`src/core/ppfm_pkg.sv`:
```
package ppfm_pkg;

  // ---------------------------------------------------------------------------
  // Widths
  // ---------------------------------------------------------------------------
  localparam int P0_W    = 8;
  localparam int P1_W    = 8;
  localparam int P2_W    = 8;
  localparam int P3_W    = 6;
  localparam int P4_W    = 4;
  localparam int P7_W    = 4;
  localparam int SEGP_W  = 28;
  localparam int SEGS_W  = 12;
  localparam int IRQ_N   = 7;
  localparam int IO_W    = P0_W + P2_W + P3_W + P4_W + P7_W + SEGP_W;
  localparam int SYNC_W  = IO_W + P1_W;

  // ---------------------------------------------------------------------------
  // Reset values (direction bit 1 = input)
  // ---------------------------------------------------------------------------
  localparam logic [IO_W-1:0]   DIR_RST    = {IO_W{1'b1}};
  localparam logic [IO_W-1:0]   IO_RST     = {IO_W{1'b0}};
  localparam logic [SYNC_W-1:0] SYNC_RST   = {SYNC_W{1'b0}};
  localparam logic [SEGS_W-1:0] SEG_RST    = 12'h000;
  localparam logic [P1_W-1:0]   P1_RST     = 8'h00;
  localparam logic [IRQ_N-1:0]  IRQ_RST    = 7'h00;

  // ---------------------------------------------------------------------------
  // Pin positions of alternate functions
  // ---------------------------------------------------------------------------
  localparam int P0_ADC_TRIG  = 3;
  localparam int P0_TRIM_CLK  = 5;
  localparam int P0_TMR_B_OUT = 6;
  localparam int P0_TMR_A_OUT = 7;
  localparam int P2_CSI2_DIN  = 0;
  localparam int P2_CSI2_DOUT = 1;
  localparam int P2_CSI2_CLK  = 2;
  localparam int P2_CSI1_DIN  = 3;
  localparam int P2_CSI1_DOUT = 4;
  localparam int P2_CSI1_CLK  = 5;
  localparam int P2_RXD  = 6;
  localparam int P2_TXD  = 7;
  localparam int P3_TW_CLK = 0;
  localparam int P3_TW_DAT = 1;
  localparam int P3_T8B    = 2;
  localparam int P3_T8A    = 3;
  localparam int P3_T16B   = 4;
  localparam int P3_T16A   = 5;

  typedef enum logic [1:0] {
    EDGE_NONE,
    EDGE_RISE,
    EDGE_FALL,
    EDGE_BOTH
  } ppfm_edge_t;

  typedef struct packed {
    logic [P0_W-1:0]   p0;
    logic [P2_W-1:0]   p2;
    logic [P3_W-1:0]   p3;
    logic [P4_W-1:0]   p4;
    logic [P7_W-1:0]   p7;
    logic [SEGP_W-1:0] seg;
  } ppfm_io_t;

  typedef struct packed {
    logic trim_clock_out;
    logic timer_a_out;
    logic timer_b_out;
    logic csi_first_data_out;
    logic csi_second_data_out;
    logic csi_first_clock_out;
    logic csi_first_clock_oe;
    logic csi_second_clock_out;
    logic csi_second_clock_oe;
    logic async_transmit_line;
    logic two_wire_clock_out;
    logic two_wire_data_out;
    logic timer16_out;
    logic timer8_first_out;
    logic timer8_second_out;
  } ppfm_periph_out_t;

  typedef struct packed {
    logic adc_ext_trigger;
    logic timer_b_count_in;
    logic csi_first_data_in;
    logic csi_second_data_in;
    logic csi_first_clock;
    logic csi_second_clock;
    logic async_receive_line;
    logic two_wire_clock_line;
    logic two_wire_data_line;
    logic timer16_count_capture_in;
    logic timer16_capture_in;
    logic timer16_capture_reg_a_trig;
    logic timer16_capture_reg_b_trig;
    logic timer8_first_count_in;
    logic timer8_second_count_in;
  } ppfm_periph_in_t;

endpackage

```
`src/core/ppfm_pin_sync.sv`:
```
`timescale 1ns/10ps
module ppfm_pin_sync
  import ppfm_pkg::*;
(
  input  wire logic              mclk,
  input  wire logic              reset,
  input  wire logic              clk_en,
  input  wire logic [SYNC_W-1:0] raw,
  output logic      [SYNC_W-1:0] stable
);

  logic [SYNC_W-1:0] s1;
  logic [SYNC_W-1:0] s2;
  logic [SYNC_W-1:0] s3;
  logic [SYNC_W-1:0] next_stable;

  // ---------------------------------------------------------------------------
  // Accept a change once stages two and three agree
  // ---------------------------------------------------------------------------
  always_comb begin
    for (int i = 0; i < SYNC_W; i++) begin
      next_stable[i] = (s2[i] == s3[i]) ? s3[i] : stable[i];
    end
  end

  always_ff @(posedge mclk) begin
    if (reset) begin
      s1     <= SYNC_RST;
      s2     <= SYNC_RST;
      s3     <= SYNC_RST;
      stable <= SYNC_RST;
    end else if (clk_en) begin
      s1     <= raw;
      s2     <= s1;
      s3     <= s2;
      stable <= next_stable;
    end
  end

endmodule // ppfm_pin_sync

```
`src/core/ppfm_port_mux.sv`:
```
`timescale 1ns/10ps
module ppfm_port_mux
  import ppfm_pkg::*;
#(
  parameter logic            HAS_TWO_WIRE      = 1'b0,
  parameter logic [1:0]      PORT3_FIXED_PULLUP = 2'h0,
  parameter logic [P7_W-1:0] PORT7_FIXED_PULLUP = 4'h0
) (
  input  wire logic              mclk,
  input  wire logic              reset,
  input  wire logic              clk_en,
  input  wire logic [P0_W-1:0]   port0_direction_reg,
  input  wire logic [P0_W-1:0]   port0_pullup_reg,
  input  wire logic [P0_W-1:0]   port0_mode,
  input  wire logic [P1_W-1:0]   port1_mode,
  input  wire logic [P2_W-1:0]   port2_direction_reg,
  input  wire logic [P2_W-1:0]   port2_pullup_reg,
  input  wire logic [P2_W-1:0]   port2_mode,
  input  wire logic [P3_W-1:0]   port3_direction_reg,
  input  wire logic [P3_W-1:2]   port3_pullup_reg,
  input  wire logic [P3_W-1:0]   port3_mode,
  input  wire logic [P4_W-1:0]   port4_direction_reg,
  input  wire logic [P4_W-1:0]   port4_pullup_reg,
  input  wire logic [P7_W-1:0]   port7_direction_reg,
  input  wire logic [SEGP_W-1:0] seg_port_direction_reg,
  input  wire logic [SEGP_W-1:0] pin_function_reg,
  input  wire ppfm_io_t          port_latch,
  input  wire ppfm_io_t          pin_in,
  input  wire logic [P1_W-1:0]   port1_pin_in,
  output ppfm_io_t               pin_out,
  output ppfm_io_t               pin_oe,
  output ppfm_io_t               pullup_en,
  output ppfm_io_t               port_read,
  output logic      [P1_W-1:0]   port1_read,
  output logic      [P1_W-1:0]   adc_analog_inputs,
  input  wire ppfm_edge_t [IRQ_N-1:0] ext_irq_edge,
  output logic      [IRQ_N-1:0]  ext_irq_inputs,
  input  wire logic              key_flag_clear,
  output logic                   key_edge_request_flag,
  input  wire ppfm_periph_out_t  periph_out,
  output ppfm_periph_in_t        periph_in,
  input  wire logic [SEGS_W-1:0] seg_static_sel,
  input  wire logic [SEGS_W-1:0] seg_static_data,
  input  wire logic [SEGS_W-1:0] seg_dynamic_data,
  input  wire logic [SEGP_W-1:0] dynamic_segment_outputs,
  output logic      [SEGS_W-1:0] static_capable_segments
);

  function automatic logic edge_hit(input ppfm_edge_t mode, input logic prev,
                                    input logic cur);
    case (mode)
      EDGE_RISE: edge_hit = ~prev & cur;
      EDGE_FALL: edge_hit = prev & ~cur;
      EDGE_BOTH: edge_hit = prev ^ cur;
      default:   edge_hit = 1'b0;
    endcase
  endfunction

  // ---------------------------------------------------------------------------
  // Pin sampling
  // ---------------------------------------------------------------------------
  logic [SYNC_W-1:0] sync_all;
  ppfm_io_t          smp;
  logic [P1_W-1:0]   smp_p1;
  ppfm_io_t          dir;

  ppfm_pin_sync u_sync (
    .mclk   (mclk),
    .reset  (reset),
    .clk_en (clk_en),
    .raw    ({port1_pin_in, pin_in}),
    .stable (sync_all)
  );

  assign smp    = sync_all[IO_W-1:0];
  assign smp_p1 = sync_all[SYNC_W-1:IO_W];
  assign dir    = {port0_direction_reg, port2_direction_reg, port3_direction_reg,
                   port4_direction_reg, port7_direction_reg, seg_port_direction_reg};

  // ---------------------------------------------------------------------------
  // Edge history
  // ---------------------------------------------------------------------------
  logic [IRQ_N-1:0] prev_irq;
  logic [P4_W-1:0]  prev_key;
  logic [1:0]       prev_t16;
  logic [IRQ_N-1:0] irq_hit;
  logic [IRQ_N-1:0] next_ext_irq;
  logic             next_key_flag;

  genvar gi;
  generate
    for (gi = 0; gi < IRQ_N; gi++) begin : g_irq
      assign irq_hit[gi] = port0_mode[gi] &
                           edge_hit(ext_irq_edge[gi], prev_irq[gi], smp.p0[gi]);
    end
  endgenerate

  always_comb begin
    next_ext_irq  = irq_hit;
    // Set wins over a clear in the same cycle
    next_key_flag = (key_edge_request_flag & ~key_flag_clear) |
                    (|(prev_key & ~smp.p4));
  end

  always_ff @(posedge mclk) begin
    if (reset) begin
      prev_irq              <= IRQ_RST;
      prev_key              <= {P4_W{1'b0}};
      prev_t16              <= 2'h0;
      ext_irq_inputs        <= IRQ_RST;
      key_edge_request_flag <= 1'b0;
    end else if (clk_en) begin
      prev_irq              <= smp.p0[IRQ_N-1:0];
      prev_key              <= smp.p4;
      prev_t16              <= {smp.p3[P3_T16A], smp.p3[P3_T16B]};
      ext_irq_inputs        <= next_ext_irq;
      key_edge_request_flag <= next_key_flag;
    end
  end

  // ---------------------------------------------------------------------------
  // Pin drive, pull-ups and read-back
  // ---------------------------------------------------------------------------
  ppfm_io_t          next_out;
  ppfm_io_t          next_oe;
  ppfm_io_t          next_pu;
  ppfm_io_t          next_read;
  logic [P1_W-1:0]   next_p1_read;
  logic [P1_W-1:0]   next_ani;
  ppfm_periph_in_t   next_pin_in;
  logic [SEGS_W-1:0] next_seg;

  always_comb begin
    // Output direction drives the latch, input reads the pin
    next_oe   = ~dir;
    next_out  = port_latch;
    next_read = ppfm_io_t'((dir & smp) | (~dir & port_latch));

    // Open-drain pins only pull low
    next_out.p3[1:0] = 2'h0;
    next_oe.p3[1:0]  = ~port3_direction_reg[1:0] & ~port_latch.p3[1:0];
    next_out.p7      = {P7_W{1'b0}};
    next_oe.p7       = ~port7_direction_reg & ~port_latch.p7;

    // Port 0 alternate functions
    for (int i = 0; i < P0_TRIM_CLK; i++) begin
      if (port0_mode[i]) begin
        next_oe.p0[i] = 1'b0;
      end
    end
    if (port0_mode[P0_TRIM_CLK]) begin
      next_out.p0[P0_TRIM_CLK] = periph_out.trim_clock_out;
      next_oe.p0[P0_TRIM_CLK]  = ~port0_direction_reg[P0_TRIM_CLK];
    end
    if (port0_mode[P0_TMR_B_OUT]) begin
      next_out.p0[P0_TMR_B_OUT] = periph_out.timer_b_out;
    end
    if (port0_mode[P0_TMR_A_OUT]) begin
      next_out.p0[P0_TMR_A_OUT] = periph_out.timer_a_out;
    end

    // Port 2 serial lines
    if (port2_mode[P2_CSI2_DIN]) begin
      next_oe.p2[P2_CSI2_DIN] = 1'b0;
    end
    if (port2_mode[P2_CSI2_DOUT]) begin
      next_out.p2[P2_CSI2_DOUT] = periph_out.csi_second_data_out;
      next_oe.p2[P2_CSI2_DOUT]  = 1'b1;
    end
    if (port2_mode[P2_CSI2_CLK]) begin
      next_out.p2[P2_CSI2_CLK] = periph_out.csi_second_clock_out;
      next_oe.p2[P2_CSI2_CLK]  = periph_out.csi_second_clock_oe;
    end
    if (port2_mode[P2_CSI1_DIN]) begin
      next_oe.p2[P2_CSI1_DIN] = 1'b0;
    end
    if (port2_mode[P2_CSI1_DOUT]) begin
      next_out.p2[P2_CSI1_DOUT] = periph_out.csi_first_data_out;
      next_oe.p2[P2_CSI1_DOUT]  = 1'b1;
    end
    if (port2_mode[P2_CSI1_CLK]) begin
      next_out.p2[P2_CSI1_CLK] = periph_out.csi_first_clock_out;
      next_oe.p2[P2_CSI1_CLK]  = periph_out.csi_first_clock_oe;
    end
    if (port2_mode[P2_RXD]) begin
      next_oe.p2[P2_RXD] = 1'b0;
    end
    if (port2_mode[P2_TXD]) begin
      next_out.p2[P2_TXD] = periph_out.async_transmit_line;
      next_oe.p2[P2_TXD]  = 1'b1;
    end

    // Port 3 two-wire and timer lines
    if (HAS_TWO_WIRE && port3_mode[P3_TW_CLK]) begin
      next_oe.p3[P3_TW_CLK] = ~periph_out.two_wire_clock_out;
    end
    if (HAS_TWO_WIRE && port3_mode[P3_TW_DAT]) begin
      next_oe.p3[P3_TW_DAT] = ~periph_out.two_wire_data_out;
    end
    if (port3_mode[P3_T8B]) begin
      next_out.p3[P3_T8B] = periph_out.timer8_second_out;
    end
    if (port3_mode[P3_T8A]) begin
      next_out.p3[P3_T8A] = periph_out.timer8_first_out;
    end
    if (port3_mode[P3_T16B]) begin
      next_out.p3[P3_T16B] = periph_out.timer16_out;
    end
    if (port3_mode[P3_T16A]) begin
      next_oe.p3[P3_T16A] = 1'b0;
    end

    // Ports 8 to 11 as segment outputs
    for (int i = 0; i < SEGP_W; i++) begin
      if (pin_function_reg[i]) begin
        next_out.seg[i] = dynamic_segment_outputs[i];
        next_oe.seg[i]  = 1'b1;
      end
    end

    // Pull-ups
    next_pu         = IO_RST;
    next_pu.p0      = port0_pullup_reg;
    next_pu.p2      = port2_pullup_reg;
    next_pu.p3[1:0] = PORT3_FIXED_PULLUP;
    next_pu.p3[5:2] = port3_pullup_reg;
    next_pu.p4      = port4_pullup_reg;
    next_pu.p7      = PORT7_FIXED_PULLUP;

    // Port 1: digital read in port mode, analog channel in control mode
    next_p1_read = smp_p1 & ~port1_mode;
    next_ani     = smp_p1 & port1_mode;

    // Signals towards the peripherals
    next_pin_in.adc_ext_trigger     = port0_mode[P0_ADC_TRIG] & smp.p0[P0_ADC_TRIG];
    next_pin_in.timer_b_count_in    = port0_mode[P0_TMR_A_OUT] &
                                      port0_direction_reg[P0_TMR_A_OUT] &
                                      smp.p0[P0_TMR_A_OUT];
    next_pin_in.csi_second_data_in  = port2_mode[P2_CSI2_DIN] & smp.p2[P2_CSI2_DIN];
    next_pin_in.csi_second_clock    = port2_mode[P2_CSI2_CLK] & smp.p2[P2_CSI2_CLK];
    next_pin_in.csi_first_data_in   = port2_mode[P2_CSI1_DIN] & smp.p2[P2_CSI1_DIN];
    next_pin_in.csi_first_clock     = port2_mode[P2_CSI1_CLK] & smp.p2[P2_CSI1_CLK];
    next_pin_in.async_receive_line  = port2_mode[P2_RXD] & smp.p2[P2_RXD];
    next_pin_in.two_wire_clock_line = HAS_TWO_WIRE & port3_mode[P3_TW_CLK] &
                                      smp.p3[P3_TW_CLK];
    next_pin_in.two_wire_data_line  = HAS_TWO_WIRE & port3_mode[P3_TW_DAT] &
                                      smp.p3[P3_TW_DAT];
    next_pin_in.timer8_second_count_in = port3_mode[P3_T8B] & smp.p3[P3_T8B];
    next_pin_in.timer8_first_count_in  = port3_mode[P3_T8A] & smp.p3[P3_T8A];
    next_pin_in.timer16_capture_in  = port3_mode[P3_T16B] & smp.p3[P3_T16B];
    next_pin_in.timer16_count_capture_in = port3_mode[P3_T16A] & smp.p3[P3_T16A];
    // Rising edge of the first input captures both, of the second the first only
    next_pin_in.timer16_capture_reg_b_trig = port3_mode[P3_T16A] &
                                             ~prev_t16[1] & smp.p3[P3_T16A];
    next_pin_in.timer16_capture_reg_a_trig = next_pin_in.timer16_capture_reg_b_trig |
                                             (port3_mode[P3_T16B] &
                                              port3_direction_reg[P3_T16B] &
                                              ~prev_t16[0] & smp.p3[P3_T16B]);

    // Dedicated segments
    for (int i = 0; i < SEGS_W; i++) begin
      next_seg[i] = seg_static_sel[i] ? seg_static_data[i] : seg_dynamic_data[i];
    end
  end

  always_ff @(posedge mclk) begin
    if (reset) begin
      pin_out                 <= IO_RST;
      pin_oe                  <= IO_RST;
      pullup_en               <= IO_RST;
      port_read               <= IO_RST;
      port1_read              <= P1_RST;
      adc_analog_inputs       <= P1_RST;
      periph_in               <= '0;
      static_capable_segments <= SEG_RST;
    end else if (clk_en) begin
      pin_out                 <= next_out;
      pin_oe                  <= next_oe;
      pullup_en               <= next_pu;
      port_read               <= next_read;
      port1_read              <= next_p1_read;
      adc_analog_inputs       <= next_ani;
      periph_in               <= next_pin_in;
      static_capable_segments <= next_seg;
    end
  end

endmodule // ppfm_port_mux

```
`config.mk`:
```
export PLATFORM = sky130hd
export DESIGN_NAME = ppfm_port_mux
export DESIGN_NICKNAME = d
export VERILOG_FILES = /design/src/core/ppfm_pkg.sv /design/src/core/ppfm_pin_sync.sv /design/src/core/ppfm_port_mux.sv
export SDC_FILE = /design/constraint.sdc
export NUM_CORES = 1
export LEC_CHECK = 0
export BUFFER_PORTS_ARGS = -buffer_cell sky130_fd_sc_hd__buf_2
export CAP_MARGIN = 0
export CORE_AREA = 2 2 248 250
export DETAILED_ROUTE_END_ITERATION = 16
export DIE_AREA = 0 0 250 252
export PLACE_DENSITY = 0.56
export SYNTH_ARGS = -nofsm -noshare
export SYNTH_HDL_FRONTEND = slang
export SYNTH_SLANG_ARGS = --single-unit
export TNS_END_PERCENT = 10
```
`constraint.sdc`:
```
create_clock -name mclk -period 3.1 [get_ports mclk]
set_clock_uncertainty 0.2 [all_clocks]
set_input_delay 0.62 -clock mclk [delete_from_list [all_inputs] [get_ports mclk]]
set_output_delay 0.62 -clock mclk [all_outputs]
set_load 0.03 [all_outputs]
```
Word level (Yosys, flattened, before mapping)
Index checks and enable logic that the tools add are counted.

word-level totals
  bits in registers = 518
  output and inout port bits = 283
  logic and storage cells = 447

cells by class
  equal/unequal tests = 87
  muxes and demuxes = 101
  bitwise logic cells = 81
  reduce and logical (&&, ||, !) cells = 67

operators with widths
  cell                                                              number
  2-bit AND reduction                                               66
  58-bit bitwise AND                                                2
  1-bit two-way mux                                                 94
  1-bit == test                                                     66
  58-bit inverter                                                   1
  58-bit OR                                                         1
  1-bit bitwise AND                                                 39
  2-bit == test (second input constant)                             14
  1-bit one-hot mux with 3 select lines                             7
  1-bit inverter                                                    18
  8-bit bitwise AND                                                 2
  2-bit by 1-bit == test with 1-bit output (second input constant)  7
  4-bit inverter                                                    3
  4-bit bitwise AND                                                 2
  8-bit inverter                                                    1
  1-bit bitwise XOR                                                 7
  2-bit inverter                                                    2
  4-bit OR reduction                                                1
  2-bit bitwise AND                                                 1
  1-bit OR                                                          2

Depth between registers and ports, before layout
  word-level depth = 4
  gate-level depth with buffers = 7
  mapped depth without buffers = 5

Cells and area by module
Synthesis repeated with hierarchy kept, for this count alone.

second synthesis, totals
  cell total of the unflattened synthesis = 2202
  area total of the unflattened synthesis = 21257.9 µm²

modules (own cells, without submodules)
  module         times used  cells each  area an instance (µm²)  sequential area each (µm²)
  ppfm_port_mux  1           1139        10770.3                 5084.9
  ppfm_pin_sync  1           1063        10487.6                 5285.1

Worst setup path after synthesis
OpenSTA, ideal clock, no wires.

  path type = input -> register
  start point = input port clk_en
  end point = register pin_oe[10] (netlist name)
  library setup time = 0.128 ns
  arrival time = 1.374 ns
  data required time = 2.772 ns
  path slack = 1.398 ns
  stages on the path = 6
  path buffers = 4
  cell sequence = buf_4 -> buf_6 -> buf_6 -> buf_2 -> o22ai_1 -> nor2_1

RTL lines
  item                    line                  text
  start: declaration      ppfm_port_mux.sv:11   input wire logic clk_en,
  end signal: assignment  ppfm_port_mux.sv:278  pin_oe <= next_oe;
  end: declaration        ppfm_port_mux.sv:31   output ppfm_io_t pin_oe,

Final worst setup path
  start point = register periph_in[13] (netlist name)
  end point = output port periph_in[13] (netlist name)

RTL lines
  item                      line                  text
  start: declaration        ppfm_port_mux.sv:41   output ppfm_periph_in_t periph_in,
  start signal: assignment  ppfm_port_mux.sv:283  periph_in <= next_pin_in;

No word-level cell between the ends.

==> flow_metrics.tcl <==
set metrics [dict create \
    vias_per_cell 4.77 \
    cp-end-kind "primary output" \
    cp_data_arrival_time_ns 1.24 \
    drt_iter0_markers 735 \
    fp.dieW_um 250 \
    io_pins 644 \
    drv_cap 0 \
    path_cells "buf_2" \
    h-tree-depth 2 \
    cts-resized-gates 0 \
    p_comb_frac 0.115 \
    p_sw_uw 3940 \
    dpl.cell_count 3391 \
    antenna_found_initial 15 \
    synth_top_area_cell "dfxtp_1" \
    p_clk_frac 0.424 \
    wl_per_cell_um 16.0 \
    clk_pin_slew_worst_paths_ns 0.06 \
    num_vias 16700 \
    ctsLongestPathBuffers 3 \
    numPortBuffers 597 \
    synth-seq-cells 518 \
    seqPwrFrac 0.461 \
    dominantRegCellSynth "dfxtp_1" \
    crit_fanout 2 \
    rows 90 \
    initial_core_util 0.341 \
    rsz0062_at_grt "no" \
    tightest_slew_ns 0.810 \
    ir_drop_uv 399 \
    cts_tree "built" \
    report.final.slew_viol_count 0 \
    powerDensity_nw_per_um2 598 \
    yosysSeqAreaShare 0.505 \
    yosysMostFrequentCell "dfxtp_1" \
    nets 3047 \
    postRouteAntennaNets 0 \
    syn_inst 2133 \
    slowest_delay_ns 0.33 \
    clock-root-buffer "clkbuf_16" \
    post-route-util 0.427 \
    dp_hpwl_um 40500 \
    overflow 0 \
    p_int_uw 11400 \
    area_growth_pct 25.2 \
    ys_warn_count 0 \
    syn_avg_cell_area_um2 9.62 \
    hold_viol_final 0 \
    leakage_uw 0.0122 \
    dr.pass1.iters 5 \
    status "completed" \
    synth_area_leaders "dfxtp_1 51%, mux2i_1 17%, nor2_1 7.7%" \
    grt.total_usage 0.170 \
    grt_pass1_vias 16200 \
    grt_first_pass_wirelength_um 86900 \
    synth_top_cell_area_share 0.505 \
    synth_async_sr_flop_share 0 \
    drc 0 \
    dieArea_um2 63000 \
    relSlewSlack 0.453 \
    r2r_slack_ns 1.31 \
    fin_cells 3503 \
    grt_max_degree 111 \
    cpMaxStageDelayCell "dfxtp_1" \
    synth_cell_types 29 \
    fp.dieH_um 252 \
    fin_setup_tns_ns 0 \
    p_total_uw 15400 \
    clk-insertion-delay-late_ns 0.59 \
    synth_edf_count 0 \
    worst-path-buf-inv 1 \
    cp.required_ns 2.28 \
    max_freq_mhz 486 \
    finalSetupViolCount 0 \
    p_sw_frac 0.257 \
    min_period_over_period 0.664 \
    cp_top_family "flip-flops" \
    place_congestion 0.873 \
    cts.sinks 518 \
    drt-total-wl_um 56100 \
    min_period_ns 2.06 \
    drive_gt1_frac 0.263 \
    synth_area_um2 20500 \
    hold_path.class "input port to flip-flop" \
    critPathKind "flip-flop to primary output" \
    core_region_area_um2 60100 \
    ys_top_cells_by_count "518 x dfxtp_1, 419 x nor2_1, 358 x mux2i_1" \
    cts_made_buffers 55 \
    start_kind "flip-flop" \
]
-- layout by cell type, fill, tap and decap left out, drive strengths merged --
cell type	n
nand2	140
nor3b	15
nand3	18
inv	20
clkinv	10
diode	8
a21oi	125
a41oi	1
ha	14
mux2i	358
a211oi	122
conb	42
nand2b	14
clkbuf	77
o21ai	66
bufinv	3
nor2	419
clkinvlp	4
buf	622
nand4	1
nand3b	8
dlygate4sd3	6
o22ai	31
a311o	7
nor2b	4
a21o	66
and3b	1
dfxtp	518
o41ai	1
-- power groups by stage --
| stage | sequential, uW | clock, uW | combinational, uW |
|---|---|---|---|
| floorplan | 7550 | 0 | 866 |
| global placement | 7220 | 0 | 1750 |
| detailed placement | 7230 | 0 | 1780 |
| CTS | 7080 | 6720 | 1790 |
| finish | 7080 | 6500 | 1770 |
| global route | 7110 | 6980 | 1920 |
-- kinds of logic (layout without fill, tap and decap cells) --
logic type	Yosys count	in the layout	synth area share
and+or+nand+nor	620	620	0.121
DFF	518	518	0.505
AOI/OAI and AO/OA	419	419	0.129
muxes	358	358	0.175
buffers and inverters	203	742	0.0607
adders and majority gates	14	14	0.00854
other	1	50	0.000183
-- repair_timing --
action	CTS	global route
setup buffers	0	0
hold buffers	6	0
endpoints found under the hold margin	6	0
setup endpoints to repair	0	0
-- final timing paths --
kind | cells after the start | to | from
max | 1 | periph_in[13] | periph_in[13]
min | 3 | u_sync.s1[36] | pin_in[36]
max reg2reg | 3 | key_edge_request_flag | u_sync.stable[34]
min reg2reg | 2 | key_edge_request_flag | key_edge_request_flag
-- worst min-delay path, delay by kind of cell --
| family | cells | cell delay [ns] |
|---|---|---|
| buffers and inverters | 1 | 0.08 |
| muxes | 1 | 0.05 |
| and+or+nand+nor | 1 | 0.07 |
-- stage by stage --
step           setup WS, ns  hold WS (ns)  cell area, um2
2_1_floorplan          1.40         0.236           20700
3_3_place_gp          0.837         0.248           23800
3_5_place_dp          0.807         0.251           23800
4_1_cts               0.966       0.00821           25700
5_1_grt               0.944        0.0226           25700
6_report               1.04        0.0563           25700
-- routing by layer --
layer,global-route usage,routed length [um]
met5,0,80
met4,0.0568,1340
met3,0.0467,3630
met2,0.293,27100
met1,0.204,23900
-- area by class of cell --
type / instances / area [um2]
Inverter: 16 / 62.6
Fill cell: 5926 / 34400
Clock buffer: 77 / 1600
Tap cell: 782 / 978
Sequential cell: 518 / 10400
Antenna cell: 8 / 20.0
Clock inverter: 21 / 205
Multi-Input combinational cell: 1453 / 9060
Timing Repair Buffer: 628 / 3390
-- state kept, by name, indices dropped and copies added, names as in the netlist, 8 cells and up --
register and cells:
adc_analog_inputs 8, u_sync.s3 66, u_sync.s1 66, static_capable_segments 12, periph_in 13, u_sync.stable 66, port1_read 8, u_sync.s2 66
pin_out 52, port_read 58, pin_oe 58, pullup_en 24
Power figures use the tool's default switching activity.
